### src/shared/tpc_defines.vh
/*
 * Shared constants of the touch panel converter control: command codes,
 * setup data fields, reset values, converter rates and switch selects.
 * Assumes a serial slave in front that decodes the command byte into
 * separate fields and reports address acknowledge and end of transfer.
 */
// Behaviour
// - plate measurements always use the differential reference only
// - references follow driven plate terminals, so results are ratiometric
// - driver-only commands turn drivers on without any conversion
// - resolution bit set gives 8-bit conversions, clear gives 12-bit
// - an 8-bit result fits one data byte, right aligned
// - converter clock divided from system clock: 4MHz 8-bit, 2MHz 12-bit
// - 8-bit conversions make four fewer bit decisions
// - results are unsigned straight binary relative to the reference
// - pen pull-up selectable, 50k after reset, 90k alternative
// - setup data 0001 selects 90k, setup data 0000 restores 50k
// - armed power-down: Y-minus driver on, X-plus joined to pen output
// - armed and touched, X-plus low drives pen interrupt output low
// - measurement cycles disconnect X-plus from the pen detect path
// - driver-only commands disconnect pen detect and force pen output low
// - last command with disable bit set keeps pen detection off
// - address acknowledged for write disables the pen function
// - disable bit zero re-enables pen detection at conversion end
// - filter sorts seven results and averages the middle three
// - filter applies to every input unless setup bypasses it
`ifndef TPC_DEFINES_VH
`define TPC_DEFINES_VH

`define TPC_SYS_CLK_HZ 250000000
`define TPC_ADC_HZ_8BIT 4000000
`define TPC_ADC_HZ_12BIT 2000000

`define TPC_CMD_SINGLE_DIODE_TEMPERATURE 4'h0
`define TPC_CMD_AUX 4'h2
`define TPC_CMD_SCALED_DIODE_TEMPERATURE 4'h4
`define TPC_CMD_DRV_X 4'h8
`define TPC_CMD_DRV_Y 4'h9
`define TPC_CMD_DRV_YX 4'ha
`define TPC_CMD_SETUP 4'hb
`define TPC_CMD_MEAS_X 4'hc
`define TPC_CMD_MEAS_Y 4'hd
`define TPC_CMD_MEAS_Z1 4'he
`define TPC_CMD_MEAS_Z2 4'hf

`define TPC_SETUP_PULLUP_BIT 0
`define TPC_SETUP_BYPASS_BIT 1
`define TPC_PULLUP_RESET 1'b0
`define TPC_BYPASS_RESET 1'b0

`define TPC_MSB_BIT 4'hb
`define TPC_LSB_12BIT 4'h0
`define TPC_LSB_8BIT 4'h4
`define TPC_SAMPLE_TICKS 4'h3
`define TPC_FILTER_DEPTH 7

`define TPC_REF_SUPPLY 2'h0
`define TPC_REF_X 2'h1
`define TPC_REF_Y 2'h2

`define TPC_IN_SINGLE_DIODE_TEMPERATURE 3'h0
`define TPC_IN_AUX 3'h1
`define TPC_IN_SCALED_DIODE_TEMPERATURE 3'h2
`define TPC_IN_XP 3'h3
`define TPC_IN_YP 3'h4
`define TPC_IN_YN 3'h5

`endif

### src/verilog/tpc_clk_div.v
/*
 * Converter clock enable: fractional divider from the system clock,
 * giving a one-cycle tick at the fast or slow converter rate.
 * Assumes one system clock; the tick is an enable, not a clock.
 */
`timescale 1ns/1ps
`include "tpc_defines.vh"

module tpc_clk_div #(
    parameter [27:0] CLK_HZ = `TPC_SYS_CLK_HZ,
    parameter [27:0] FAST_HZ = `TPC_ADC_HZ_8BIT,
    parameter [27:0] SLOW_HZ = `TPC_ADC_HZ_12BIT
) (
    input wire clk,
    input wire rst,
    input wire run,
    input wire fast,
    output reg tick
);
    reg [27:0] acc;
    wire [27:0] step = fast ? FAST_HZ : SLOW_HZ;
    wire [28:0] sum = {1'b0, acc} + {1'b0, step};

    // accumulator keeps the mean rate exact; 250/4 is not whole
    always @(posedge clk) begin
        if (rst || !run) begin
            acc <= 28'h0;
            tick <= 1'b0;
        end else if (sum >= {1'b0, CLK_HZ}) begin
            acc <= sum[27:0] - CLK_HZ;
            tick <= 1'b1;
        end else begin
            acc <= sum[27:0];
            tick <= 1'b0;
        end
    end
endmodule

### src/verilog/tpc_mav_filter.v
/*
 * Median and average filter: gathers DEPTH results, ranks them and
 * averages the middle three, or passes each result straight on.
 * Assumes results arrive as one-cycle strobes, unsigned, right aligned.
 */
`timescale 1ns/1ps
`include "tpc_defines.vh"

module tpc_mav_filter #(
    parameter W = 12,
    parameter DEPTH = `TPC_FILTER_DEPTH
) (
    input wire clk,
    input wire rst,
    input wire clear,
    input wire bypass,
    input wire in_valid,
    input wire [W-1:0] in_data,
    output reg out_valid,
    output reg [W-1:0] out_data
);
    localparam [2:0] MID_LO = (DEPTH[2:0] - 3'h3) >> 1;
    localparam [2:0] MID_HI = MID_LO + 3'h2;
    localparam [2:0] LAST = DEPTH[2:0] - 3'h1;

    reg [W-1:0] store [0:DEPTH-1];
    reg [2:0] count;
    wire [W-1:0] v [0:DEPTH-1];
    reg [2:0] rank;
    reg [W+1:0] sum;
    wire [W+1:0] avg = (sum + 1'b1) / 2'h3;
    integer i;
    integer j;

    // the last value is taken live so the answer lands one cycle later
    genvar g;
    generate
        for (g = 0; g < DEPTH; g = g + 1) begin : win
            assign v[g] = (g == DEPTH - 1) ? in_data : store[g];
        end
    endgenerate

    // ties ranked by slot so ranks are always a permutation
    always @* begin
        sum = {(W+2){1'b0}};
        rank = 3'h0;
        for (i = 0; i < DEPTH; i = i + 1) begin
            rank = 3'h0;
            for (j = 0; j < DEPTH; j = j + 1) begin
                if (j != i && (v[j] < v[i] || (v[j] == v[i] && j < i))) begin
                    rank = rank + 3'h1;
                end
            end
            if (rank >= MID_LO && rank <= MID_HI) begin
                sum = sum + {2'b00, v[i]};
            end
        end
    end

    always @(posedge clk) begin
        if (rst || clear) begin
            count <= 3'h0;
            out_valid <= 1'b0;
            out_data <= {W{1'b0}};
        end else begin
            out_valid <= 1'b0;
            if (in_valid) begin
                if (bypass) begin
                    out_data <= in_data;
                    out_valid <= 1'b1;
                end else if (count == LAST) begin
                    count <= 3'h0;
                    out_data <= avg[W-1:0];
                    out_valid <= 1'b1;
                end else begin
                    store[count] <= in_data;
                    count <= count + 3'h1;
                end
            end
        end
    end
endmodule

### src/verilog/tpc_control.v
/*
 * Touch panel converter control: command execution, panel drivers,
 * ratiometric reference routing, successive approximation sequencing,
 * resolution, filtering and the pen touch interrupt.
 * Assumes a serial slave that strobes the decoded command, the address
 * acknowledge for write and the end of transfer; comparator and X-plus
 * level are synchronous to SYS_CLK.
 */
`timescale 1ns/1ps
`include "tpc_defines.vh"

module tpc_control #(
    parameter [3:0] SAMPLE_TICKS = `TPC_SAMPLE_TICKS,
    parameter FILTER_DEPTH = `TPC_FILTER_DEPTH
) (
    // clock and reset
    input wire SYS_CLK,
    input wire RST,
    // from the serial slave
    input wire ADDR_WRITE_ACK,
    input wire CMD_VALID,
    input wire [3:0] CMD_CODE,
    input wire CMD_TOUCH_DETECT_DISABLE_BIT,
    input wire CMD_MODE_8BIT,
    input wire [3:0] CMD_SETUP_DATA,
    input wire BUS_END,
    // converter core
    input wire ADC_COMP,
    output reg ADC_SAMPLE,
    output reg [11:0] ADC_TRIAL,
    output reg [2:0] ADC_IN_SEL,
    output reg [1:0] REF_POS_SEL,
    output reg [1:0] REF_NEG_SEL,
    // panel drivers
    output reg DRV_XP,
    output reg DRV_XN,
    output reg DRV_YP,
    output reg DRV_YN,
    // pen detect
    input wire XP_LEVEL,
    output reg PEN_XP_CONNECT,
    output reg PEN_PULLUP_90K,
    output reg PEN_TOUCH_INTERRUPT_N,
    // results and status
    output reg [11:0] RESULT,
    output reg RESULT_VALID,
    output reg RESULT_8BIT,
    output reg FILTER_BYPASS,
    output wire BUSY
);
    localparam [4:0] ST_IDLE = 5'h01;
    localparam [4:0] ST_DRIVE = 5'h02;
    localparam [4:0] ST_SAMPLE = 5'h04;
    localparam [4:0] ST_CONVERT = 5'h08;
    localparam [4:0] ST_FILTER = 5'h10;

    // {xp, xn, yp, yn} drivers for a command
    function [3:0] drive_set;
        input [3:0] code;
        begin
            if (code == `TPC_CMD_DRV_X || code == `TPC_CMD_MEAS_X) begin
                drive_set = 4'hc;
            end else if (code == `TPC_CMD_DRV_Y ||
                         code == `TPC_CMD_MEAS_Y) begin
                drive_set = 4'h3;
            end else if (code == `TPC_CMD_DRV_YX ||
                         code == `TPC_CMD_MEAS_Z1 ||
                         code == `TPC_CMD_MEAS_Z2) begin
                drive_set = 4'h6;
            end else begin
                drive_set = 4'h0;
            end
        end
    endfunction

    function is_drive_only;
        input [3:0] code;
        begin
            is_drive_only = (code == `TPC_CMD_DRV_X) ||
                            (code == `TPC_CMD_DRV_Y) ||
                            (code == `TPC_CMD_DRV_YX);
        end
    endfunction

    // {pos, neg} reference select: differential on the driven plate for X, Y; Y positive, X negative for Z1, Z2; supply for other codes
    function [3:0] ref_set;
        input [3:0] code;
        begin
            if (code == `TPC_CMD_MEAS_X) begin
                ref_set = {`TPC_REF_X, `TPC_REF_X};
            end else if (code == `TPC_CMD_MEAS_Y) begin
                ref_set = {`TPC_REF_Y, `TPC_REF_Y};
            end else if (code == `TPC_CMD_MEAS_Z1 ||
                         code == `TPC_CMD_MEAS_Z2) begin
                ref_set = {`TPC_REF_Y, `TPC_REF_X};
            end else begin
                ref_set = {`TPC_REF_SUPPLY, `TPC_REF_SUPPLY};
            end
        end
    endfunction

    function [2:0] in_set;
        input [3:0] code;
        begin
            if (code == `TPC_CMD_MEAS_X) begin
                in_set = `TPC_IN_YP;
            end else if (code == `TPC_CMD_MEAS_Y ||
                         code == `TPC_CMD_MEAS_Z1) begin
                in_set = `TPC_IN_XP;
            end else if (code == `TPC_CMD_MEAS_Z2) begin
                in_set = `TPC_IN_YN;
            end else if (code == `TPC_CMD_AUX) begin
                in_set = `TPC_IN_AUX;
            end else if (code == `TPC_CMD_SCALED_DIODE_TEMPERATURE) begin
                in_set = `TPC_IN_SCALED_DIODE_TEMPERATURE;
            end else begin
                in_set = `TPC_IN_SINGLE_DIODE_TEMPERATURE;
            end
        end
    endfunction

    reg [4:0] state;
    reg [3:0] cmd;
    reg cmd_pd;
    reg cmd_8bit;
    reg [3:0] cmd_setup;
    reg pending;
    reg mode_8bit;
    reg pen_enable;
    reg rearm;
    reg [3:0] tick_count;
    reg [3:0] bit_idx;
    reg [11:0] sar;
    reg [2:0] conv_count;
    reg filt_clear;
    reg filt_in_valid;
    reg [11:0] filt_in_data;
    reg [3:0] next_drv;
    reg [3:0] next_ref;

    wire tick;
    wire filt_valid;
    wire [11:0] filt_data;
    wire converting = (state == ST_SAMPLE) || (state == ST_CONVERT);
    wire start = BUS_END && pending &&
                 (state == ST_IDLE || state == ST_DRIVE);
    wire [11:0] bit_mask = 12'h001 << bit_idx;
    wire [11:0] sar_decided = ADC_COMP ? sar : (sar & ~bit_mask);
    wire [3:0] last_bit = mode_8bit ? `TPC_LSB_8BIT : `TPC_LSB_12BIT;
    wire [2:0] conv_needed = FILTER_BYPASS ? 3'h1 : FILTER_DEPTH[2:0];
    wire pen_armed = (state == ST_IDLE) && pen_enable;

    assign BUSY = (state != ST_IDLE) && (state != ST_DRIVE);

    tpc_clk_div u_div (
        .clk(SYS_CLK),
        .rst(RST),
        .run(converting),
        .fast(mode_8bit),
        .tick(tick)
    );

    tpc_mav_filter #(.W(12), .DEPTH(FILTER_DEPTH)) u_filter (
        .clk(SYS_CLK),
        .rst(RST),
        .clear(filt_clear),
        .bypass(FILTER_BYPASS),
        .in_valid(filt_in_valid),
        .in_data(filt_in_data),
        .out_valid(filt_valid),
        .out_data(filt_data)
    );

    // command capture; a later byte before the end replaces it
    always @(posedge SYS_CLK) begin
        if (RST) begin
            cmd <= 4'h0;
            cmd_pd <= 1'b0;
            cmd_8bit <= 1'b0;
            cmd_setup <= 4'h0;
            pending <= 1'b0;
        end else if (CMD_VALID) begin
            cmd <= CMD_CODE;
            cmd_pd <= CMD_TOUCH_DETECT_DISABLE_BIT;
            cmd_8bit <= CMD_MODE_8BIT;
            cmd_setup <= CMD_SETUP_DATA;
            pending <= 1'b1;
        end else if (start) begin
            pending <= 1'b0;
        end
    end

    // sequencer
    always @(posedge SYS_CLK) begin
        if (RST) begin
            state <= ST_IDLE;
            mode_8bit <= 1'b0;
            pen_enable <= 1'b1;
            rearm <= 1'b0;
            PEN_PULLUP_90K <= `TPC_PULLUP_RESET;
            FILTER_BYPASS <= `TPC_BYPASS_RESET;
            tick_count <= 4'h0;
            bit_idx <= `TPC_MSB_BIT;
            sar <= 12'h000;
            conv_count <= 3'h0;
            filt_clear <= 1'b0;
            filt_in_valid <= 1'b0;
            filt_in_data <= 12'h000;
            RESULT <= 12'h000;
            RESULT_VALID <= 1'b0;
            RESULT_8BIT <= 1'b0;
        end else begin
            filt_clear <= 1'b0;
            filt_in_valid <= 1'b0;
            RESULT_VALID <= 1'b0;
            if (ADDR_WRITE_ACK) begin
                pen_enable <= 1'b0;
            end
            case (state)
                ST_IDLE, ST_DRIVE: begin
                    if (start && cmd == `TPC_CMD_SETUP) begin
                        PEN_PULLUP_90K <=
                            cmd_setup[`TPC_SETUP_PULLUP_BIT];
                        FILTER_BYPASS <=
                            cmd_setup[`TPC_SETUP_BYPASS_BIT];
                        pen_enable <= !cmd_pd;
                        state <= ST_IDLE;
                    end else if (start && is_drive_only(cmd)) begin
                        pen_enable <= 1'b0;
                        state <= ST_DRIVE;
                    end else if (start) begin
                        mode_8bit <= cmd_8bit;
                        rearm <= !cmd_pd;
                        pen_enable <= 1'b0;
                        conv_count <= 3'h0;
                        tick_count <= 4'h0;
                        filt_clear <= 1'b1;
                        state <= ST_SAMPLE;
                    end
                end
                ST_SAMPLE: begin
                    if (tick) begin
                        if (tick_count == SAMPLE_TICKS - 4'h1) begin
                            tick_count <= 4'h0;
                            sar <= 12'h800;
                            bit_idx <= `TPC_MSB_BIT;
                            state <= ST_CONVERT;
                        end else begin
                            tick_count <= tick_count + 4'h1;
                        end
                    end
                end
                ST_CONVERT: begin
                    if (tick) begin
                        if (bit_idx == last_bit) begin
                            sar <= sar_decided;
                            filt_in_valid <= 1'b1;
                            filt_in_data <= mode_8bit ?
                                {4'h0, sar_decided[11:4]} :
                                sar_decided;
                            conv_count <= conv_count + 3'h1;
                            if (conv_count == conv_needed - 3'h1) begin
                                state <= ST_FILTER;
                            end else begin
                                state <= ST_SAMPLE;
                            end
                        end else begin
                            sar <= sar_decided | (bit_mask >> 1);
                            bit_idx <= bit_idx - 4'h1;
                        end
                    end
                end
                ST_FILTER: begin
                    if (filt_valid) begin
                        RESULT <= filt_data;
                        RESULT_8BIT <= mode_8bit;
                        RESULT_VALID <= 1'b1;
                        pen_enable <= rearm;
                        state <= ST_IDLE;
                    end
                end
                default: begin
                    state <= ST_IDLE;
                end
            endcase
        end
    end

    // switch matrix and pen output, all registered
    always @* begin
        next_drv = 4'h0;
        next_ref = {`TPC_REF_SUPPLY, `TPC_REF_SUPPLY};
        if (pen_armed) begin
            next_drv = 4'h1;
        end else if (state != ST_IDLE) begin
            next_drv = drive_set(cmd);
        end
        if (state != ST_IDLE) begin
            next_ref = ref_set(cmd);
        end
    end

    always @(posedge SYS_CLK) begin
        if (RST) begin
            DRV_XP <= 1'b0;
            DRV_XN <= 1'b0;
            DRV_YP <= 1'b0;
            DRV_YN <= 1'b0;
            REF_POS_SEL <= `TPC_REF_SUPPLY;
            REF_NEG_SEL <= `TPC_REF_SUPPLY;
            ADC_IN_SEL <= `TPC_IN_SINGLE_DIODE_TEMPERATURE;
            ADC_SAMPLE <= 1'b0;
            ADC_TRIAL <= 12'h000;
            PEN_XP_CONNECT <= 1'b0;
            PEN_TOUCH_INTERRUPT_N <= 1'b1;
        end else begin
            {DRV_XP, DRV_XN, DRV_YP, DRV_YN} <= next_drv;
            {REF_POS_SEL, REF_NEG_SEL} <= next_ref;
            ADC_IN_SEL <= in_set(cmd);
            ADC_SAMPLE <= (state == ST_SAMPLE);
            ADC_TRIAL <= sar;
            // leakage through the pull-up would skew a measurement
            PEN_XP_CONNECT <= pen_armed;
            if (state == ST_DRIVE) begin
                PEN_TOUCH_INTERRUPT_N <= 1'b0;
            end else if (pen_armed) begin
                PEN_TOUCH_INTERRUPT_N <= XP_LEVEL;
            end else begin
                PEN_TOUCH_INTERRUPT_N <= 1'b1;
            end
        end
    end
endmodule

### config.mk
export PLATFORM = sky130hd
export DESIGN_NAME = tpc_control
export DESIGN_NICKNAME = d
export VERILOG_FILES = /design/src/verilog/tpc_clk_div.v /design/src/verilog/tpc_mav_filter.v /design/src/verilog/tpc_control.v
export VERILOG_INCLUDE_DIRS = /design/src /design/src/shared
export SDC_FILE = /design/constraint.sdc
export NUM_CORES = 1
export LEC_CHECK = 0
export ABC_AREA = 1
export ABC_CLOCK_PERIOD_IN_PS = 19600
export BUFFER_PORTS_ARGS = -buffer_cell sky130_fd_sc_hd__buf_2
export CAP_MARGIN = 20
export CORE_AREA = 2 2 218 220
export DETAILED_ROUTE_END_ITERATION = 6
export DIE_AREA = 0 0 220 222
export PLACE_DENSITY = 0.66
export SLEW_MARGIN = 20
export SYNTH_ARGS = -nofsm -noshare
export SYNTH_HDL_FRONTEND = slang
export SYNTH_HIERARCHICAL = 1
export SYNTH_SLANG_ARGS = --single-unit
### constraint.sdc
create_clock -name SYS_CLK -period 19.6 [get_ports SYS_CLK]
set_input_delay 1.96 -clock SYS_CLK [delete_from_list [all_inputs] [get_ports SYS_CLK]]
set_output_delay 1.96 -clock SYS_CLK [all_outputs]
set_load 0.01 [all_outputs]
==> impl_metrics.ini, run 1 <==
[synth]
syn_inst = 3364
synth_commonest_cells = nand2_1, inv_1, ha_1, nor2_1, nand3_1
synth_warnings = 6
yosysTopAreaCell = ha_1
syn_avg_cell_area_sq_um = 6.84
synth.most_common_cell = nand2_1
synthesis.area_sq_um = 23000
synth.area.top_cells = ha_1, nand2_1, dfxtp_1, edfxtp_1, inv_1
synth-seq-cells = 206
syn_nets = 3773
ys.flop_type = dfxtp_1
synthDistinctLibCells = 66
async_flop_share_pct = 0
yosysSeqAreaShare_pct = 21.1
synth_edf_count = 72
synth_top_area_share_pct = 20.9

[clock_tree]
clock_path_buffers = 3
cts_hold_buf = 0
cts_htree_levels = 1
clock_latency_ns = 0.53
cts.sinks = 206
cts-root-buf = clkbuf_16
cts_resized = 0
cts.clk_slew.worst_paths_ns = 0.07
cts_made_buffers = 24
cts_tree = built
cts_setup_buffers = 0

[critical_path]
slowest_stage = edfxtp_1
r2r_start = u_filter/store[1][9]
crit_path_frequent_cell = nand2_1
timing.rr.end = u_filter/out_data[0]
cp.required_ns = 19.99
start_kind = flop
worstPathArrival_ns = 16.97
r2r_cells = 110
endpoint = u_filter/out_data[0]
criticalPathCategory = reg -> reg
end_kind = flop
r2r_setup_slack_ns = 3.02
max_stage_delay_ns = 0.63
cp-startpoint = u_filter/store[1][9]
crit_fanout = 16

[global_routing]
antenna_found_initial = 0
overflow = 0
first_global_vias = 21200
track_usage_pct = 27.6
grt_start_max_net_pins = 47
grt_pass1_wl_mm = 108

[sta]
timing.fmax_ghz = 0.0603
relSlewSlack_pct = 31.1
slew_viol_final = 0
fin_worst_skew_ns = 0.0140
fin_crit_sh_pct = 84.6
tightest_slew_ns = 1.03
rsz0062_at_grt = no
tns_ns = 0
period_minus_slack_ns = 16.58
hold_ws_ns = 0.467
setup_viol = 0
hold_violations = 0

[power_and_ir_drop]
p_leak_nw = 12.8
peakVddDrop_mv = 0.0716
finalPower_mw = 1.10
cellPowerDensity_nw_per_um2 = 44.6

[final_layout]
utilization_pct = 53.3
area_growth_pct = 7.28
fin_area_sq_um = 24700
n_antenna_cell = 0
drive_above_1_share_pct = 9.06
nNetsFinal = 3825

[placement]
place.gp.congestion = 0.946
placed_area_sq_um = 23800
dp_hpwl_mm = 54.5
port_buffers = 57

[floorplanning]
start_util_pct = 49.7
core_region_area_sq_um = 46300
die-height_microns = 222
rows = 79
die_w_microns = 220
dieArea_sq_um = 48800
ioPinCount = 60

[detailed_routing]
drtIter0Drc = 1446
totalWireLength_mm = 67.9
vias = 22200
drc_errors = 0
ant_nets = 0
via_per_inst = 5.50
drt_first_pass_iters = 7
wl_per_cell_microns = 16.8

[hold_path]
min_path_type = reg -> reg

[job]
cap_viol_max_count = 0

[run_status]
status = finished clean
## sequential cells by signal (all words and copies together), names as in the netlist, 2 cells and up
name and cells:
ADC_IN_SEL 3, ADC_TRIAL 12, REF_NEG_SEL 2, REF_POS_SEL 2
RESULT 12, bit_idx 4, cmd 4, cmd_setup 2
conv_count 3, filt_in_data 12, sar 12, state 5
tick_count 4, u_div/acc 21, u_filter/count 3, u_filter/out_data 12
u_filter/store 72
## cells by family (layout without fill, tap and decap cells)
group,count (synthesis),in the layout,share of synthesized area (%)
xor+xnor,78,78,3.21
flops,206,206,21.1
mux,1,1,0.0490
compound gates,483,483,11.8
fa+ha+maj,392,392,21.6
simple gates,1700,1700,33.3
buf+inv,504,574,8.98
## worst max-delay path: cells and delay by family, from the launching register on
family	cells	cell delay (ns)
AOI/OAI and AO/OA	20	3.97
xor gates and xnor gates	5	0.76
adders and majority gates	13	3.72
buffers and inverters	14	0.93
DFF	1	0.63
and+or+nand+nor	58	6.39
## power breakdown
group / total [mW] / switching, mW / internal [mW]
Clock: 0.455 / 0.181 / 0.274
Sequential: 0.462 / 0.0103 / 0.451
Combinational: 0.184 / 0.126 / 0.0581
Total: 1.10 / 0.317 / 0.783
## worst min-delay path by stage
stage,slack (ns),end,cells after the start,startpoint
finish,0.47,ADC_TRIAL[11],2,sar[11]
global route,0.49,u_filter/out_data[10],2,u_filter/out_data[10]
detailed placement,0.46,ADC_TRIAL[11],2,sar[11]
CTS,0.47,ADC_TRIAL[11],2,sar[11]
floorplan,0.41,ADC_TRIAL[0],2,sar[0]
global placement,0.45,ADC_TRIAL[7],2,sar[7]
## final cells by class
cell class              count  area, sq um
fillers                  4585        21600
multi-input cells        2654        16100
flip-flops and latches    206         4840
inverters                 456         1720
well taps                 607          759
clock buffers              32          682
repair buffers             74          413
clock inverters            12          141
## layer usage
layer | share of wire (%) | vias to the layer above | track usage (%)
li1 | - | 11200 | -
met1 | 46 | 10200 | 36.9
met2 | 46 | 608 | 45.9
met3 | 4.8 | 145 | 2.46
met4 | 3.9 | 0 | 10.3
met5 | 0 | - | 0
## per-stage QoR
step,instances,setup WS [ns]
global route,4041,1.53
finish,4041,3.02
detailed placement,3997,3.39
CTS,4041,3.27
global placement,3997,3.90
floorplan,3364,5.88
## placed cells by master, fill, tap and decap left out, types with 30 or more instances in the layout
master,synthesis,routed
ha_1,385,385
dfxtp_1,134,134
xor2_1,43,43
nor2_1,293,291
inv_1,433,433
nand4_1,43,43
nand2_2,55,55
o21ai_0,120,120
xnor2_1,30,30
nand3_1,281,281
buf_2,13,57
edfxtp_1,72,72
nand2_1,849,849
a21oi_1,246,246
Note: power is estimated with default switching activity, not from simulation.
==> run 2, diff against run 1 <==
Settings changed: ABC_CLOCK_PERIOD_IN_PS 19600 to 15500.
Clock period 19.6 ns to 15.5 ns, I/O delays scaled along.
==> run 2 against run 1 <==
  * Worst hold slack got worse by 0.0074 ns
  * Total power increased by 23%
  * Design area increased by 6.8%
  * Global-route usage increased by 0.47 points
  * Setup slack got worse by 2.4 ns
  * Clock-buffer cell count decreased by 7
  * Wire length increased by 3.8%
  * Fmax increased by 12%
  * Cell count increased by 2.7%
  * Utilization increased by 3.6 points
  * Critical path depth increased by 2
==> impl_metrics.ini, run 2 (synthesized netlist as in run 1, its figures left out) <==
[detailed_routing]
wl_per_cell_microns = 17.0
via_per_inst = 5.48
drt_first_pass_iters = 6
vias = 22800
totalWireLength_mm = 70.4
drc_errors = 0
ant_nets = 0
drtIter0Drc = 1470

[placement]
placed_area_sq_um = 24500
pre_cts_ws_ns = 0.106
dp_hpwl_mm = 56.1
place.gp.congestion = 0.968
port_buffers = 57
dp.cells = 4087

[clock_tree]
cts_tree = built
cts_made_buffers = 22
clock_latency_ns = 0.52
clock_path_buffers = 3
cts-root-buf = clkbuf_16
cts.sinks = 206
cts_htree_levels = 1
cts.clk_slew.worst_paths_ns = 0.06

[global_routing]
first_global_vias = 21700
grt_pass1_wl_mm = 110
overflow = 0
antenna_found_initial = 2
grt_start_max_net_pins = 47
track_usage_pct = 28.0

[critical_path]
max_stage_delay_ns = 0.50
crit_path_frequent_cell = nand2_2
start_kind = flop
crit_fanout = 4
end_kind = flop
cp.required_ns = 15.88
worstPathArrival_ns = 15.23
slowest_stage = edfxtp_1
criticalPathCategory = reg -> reg

[sta]
timing.fmax_ghz = 0.0673
hold_violations = 0
relSlewSlack_pct = 28.0
setup_ws_ns = 0.649
tightest_slew_ns = 1.07
setup_viol = 0
slew_viol_final = 0
fin_worst_skew_ns = 0.0185
period_minus_slack_ns = 14.85
fin_crit_sh_pct = 95.8

[final_layout]
nNetsFinal = 3937
area_growth_pct = 14.6
top_regs = u_filter/store (72), u_div/acc (21)
n_antenna_cell = 0
fin_cells = 4151
final_cell_mix = nand2_1, inv_1, ha_1, nor2_1, nand3_1
largest_register_ffs = 72
regMostFlops = u_filter/store
final_common_cell = nand2_1
fin_area_sq_um = 26400
drive_above_1_share_pct = 16.3

[floorplanning]
die-height_microns = 222
start_util_pct = 49.7
die_w_microns = 220
rows = 79
ioPinCount = 60
dieArea_sq_um = 48800
core_region_area_sq_um = 46300

[hold_path]
min_path_type = reg -> reg

[power_and_ir_drop]
cellPowerDensity_nw_per_um2 = 51.4
p_leak_nw = 13.4
peakVddDrop_mv = 0.0864
finalPower_mw = 1.35

[job]
cap_viol_max_count = 0

[run_status]
status = finished clean
[run 2: cell types whose count changed in the layout (fill, tap and decap cells not counted), moves of 11 or more]
cell and change:
nand2_2 +33, nand2_1 -37, a21oi_1 -24, buf_4 +112, ha_1 -30, nand3_1 -16, ha_4 +28, nand3_2 +11
o21ai_0 -12, a21oi_2 +21
[run 2: where the power goes]
group,internal (mW),switching (mW)
clock network,0.318,0.220
logic,0.0729,0.158
registers,0.571,0.0148
[run 2: per-layer routing]
metal | track usage, % | routed length (microns)
met2 | 46.8 | 32600
met5 | 0 | 0
met3 | 1.91 | 3320
met4 | 11.8 | 3270
met1 | 37.2 | 31200
[run 2: stage by stage]
stage	utilization [%]	TNS, ns	hold WS (ns)
after global routing	57.0	-0.469	0.481
after CTS	54.6	0	0.459
after floorplan	-	0	0.410
final	57.0	0	0.459
after global placement	53.0	0	0.448
after detailed placement	53.0	0	0.444
[run 2: critical path, delay by kind of cell, from the launching register on]
family / cells / cell delay, ns
buffers and inverters: 17 / 1.45
xor gates and xnor gates: 5 / 0.57
DFF: 1 / 0.50
adders and majority gates: 13 / 3.25
and+or+nand+nor: 53 / 5.72
AOI/OAI and AO/OA: 24 / 3.24
[run 2: final timing paths]
check	endpoint	slack, ns	start	cells after the start
hold reg to reg	ADC_TRIAL[3]	0.46	sar[3]	2
setup / recovery	u_filter/out_data[1]	0.65	u_filter/store[0][11]	112
hold / removal	ADC_TRIAL[3]	0.46	sar[3]	2
setup reg to reg	u_filter/out_data[1]	0.65	u_filter/store[0][11]	112
[run 2: what timing repair did]
| item | CTS | global route |
|---|---|---|
| resized for setup | 0 | 197 |
| hold buffers | 0 | 0 |
| endpoints found under the setup margin | 0 | 5 |
| buffers inserted | 0 | 23 |
[run 2: area by class of cell]
class / count / area, sq um
clock buffer: 25 / 572
timing repair buffer: 188 / 1270
multi-input combinational: 2654 / 17000
sequential: 206 / 4840
inverter: 456 / 1720
clock inverter: 15 / 173
fill: 4369 / 19900
tap: 607 / 759
==> run 3, diff against run 2 <==
Settings changed: PLACE_DENSITY 0.66 to 0.67.
==> run 3 against run 2 <==
  * Sequential cell count unchanged
  * Design area grew 1.6%
  * Sequential power about the same
  * Register-to-register slack worse by 0.04 ns
  * Cell count is 0.63% higher
  * Setup slack worse by 0.038 ns
  * Utilization up 0.91 points
==> impl_metrics.ini, run 3 (synthesized netlist as in run 1, its figures left out) <==
[critical_path]
max_stage_delay_ns = 0.54
crit_path_frequent_cell = nand2_2
cp.required_ns = 15.92
r2r_cells = 111
slowest_stage = edfxtp_1
r2r_setup_slack_ns = 0.61
endpoint = u_filter/out_data[0]
worstPathArrival_ns = 15.30
end_kind = flop
criticalPathCategory = reg -> reg
cp-startpoint = u_filter/store[0][11]
start_kind = flop
timing.rr.end = u_filter/out_data[0]
r2r_start = u_filter/store[0][11]
crit_fanout = 4

[global_routing]
grt_pass1_wl_mm = 112
first_global_vias = 22100
met3_usage_pct = 2.83
track_usage_pct = 28.5
met2_usage_pct = 47.9
met1_usage_pct = 36.6
antenna_found_initial = 0
busiest_layer = met2
overflow = 0
grt_start_max_net_pins = 53

[clock_tree]
cts_tree = built
clock_latency_ns = 0.54
cts.clk_slew.worst_paths_ns = 0.07
cts_htree_levels = 1
cts_hold_buf = 0
cts.sinks = 206
clock_path_buffers = 3
cts_made_buffers = 23
cts-root-buf = clkbuf_16

[final_layout]
regMostFlops = u_filter/store
largest_register_ffs = 72
drive_above_1_share_pct = 17.6
final_common_cell = nand2_1
utilization_pct = 57.9
final_cell_mix = nand2_1, inv_1, ha_1, nor2_1, nand3_1
fin_area_sq_um = 26800
nNetsFinal = 3962
top_regs = u_filter/store (72), u_div/acc (21)
n_antenna_cell = 0
area_growth_pct = 16.4

[placement]
dp_hpwl_mm = 56.5
place.gp.congestion = 0.993
placed_area_sq_um = 24600
port_buffers = 57

[floorplanning]
rows = 79
die-height_microns = 222
die_w_microns = 220
dieArea_sq_um = 48800
start_util_pct = 49.7
core_region_area_sq_um = 46300
ioPinCount = 60

[detailed_routing]
vias = 23100
ant_nets = 0
drtIter0Drc = 1660
drt_first_pass_iters = 6
via_per_inst = 5.54
wl_per_cell_microns = 17.3
totalWireLength_mm = 72.2
drc_errors = 0

[sta]
period_minus_slack_ns = 14.89
slew_viol_final = 0
fin_worst_skew_ns = 0.0336
tightest_slew_ns = 1.08
hold_violations = 0
timing.fmax_ghz = 0.0672
fin_crit_sh_pct = 96.1
setup_viol = 0
relSlewSlack_pct = 27.7
hold_ws_ns = 0.456

[run_status]
status = finished clean

[power_and_ir_drop]
peakVddDrop_mv = 0.107
cellPowerDensity_nw_per_um2 = 50.9
p_leak_nw = 13.5

[job]
cap_viol_max_count = 0

[hold_path]
min_path_type = reg -> reg
[run 3: cell types whose count changed in the layout (fill, tap and decap cells not counted), sizes merged]
cell	delta
inv	+4
bufinv	-2
buf	+24
clkinv	+2
clkbuf	+4
clkinvlp	-6
[run 3: through the flow]
step,setup slack (ns),std cells,total power [mW],TNS (ns)
5_1_grt,-0.304,4177,1.43,-0.494
2_1_floorplan,1.78,3364,0.778,0
4_1_cts,0.00478,4140,1.38,0
6_report,0.611,4177,1.36,0
3_3_place_gp,0.428,4097,0.820,0
3_5_place_dp,-0.00666,4097,0.825,-0.00666
[run 3: layout make-up]
class	instances	area (sq um)
repair buffers	212	1450
fillers	4339	19500
clock buffers	29	631
flip-flops and latches	206	4840
inverters	456	1720
clock inverters	13	125
well taps	607	759
multi-input cells	2654	17200
[run 3: timing repair]
action / CTS / global route
cloned: 0 / 0
endpoints found under the setup margin: 2 / 5
pin swaps: 0 / 111
setup buffers: 1 / 37
gates resized for setup: 4 / 225
[run 3: worst min-delay path by stage]
stage          cells past startpoint  startpoint  slack, ns       endpoint
3_3_place_gp                       2      sar[7]       0.45   ADC_TRIAL[7]
4_1_cts                            2     sar[11]       0.46  ADC_TRIAL[11]
3_5_place_dp                       2      sar[7]       0.45   ADC_TRIAL[7]
5_1_grt                            2     sar[11]       0.48  ADC_TRIAL[11]
2_1_floorplan                      2      sar[0]       0.41   ADC_TRIAL[0]
6_report                           2     sar[11]       0.46  ADC_TRIAL[11]
[run 3: routing by layer]
layer  up-vias  wire length [microns]
met5         -                      0
met2       707                  33400
met1     10700                  30900
met4         0                   3870
met3       196                   4050
li1      11500                      -
[run 3: report_power, final]
group	internal [mW]	leakage (nW)	switching [mW]
Clock	0.312	0.383	0.235
Combinational	0.0734	11.4	0.159
Sequential	0.571	1.80	0.0132
[run 3: worst max-delay path: cells and delay by family, from the launching register on]
family                   cells  cell delay [ns]
XOR/XNOR                     5             0.71
flip-flops                   1             0.54
buffers and inverters       18             1.55
adder cells (fa/ha/maj)     13             3.41
AO/OA/AOI/OAI               19             2.43
AND/OR/NAND/NOR             56             6.14
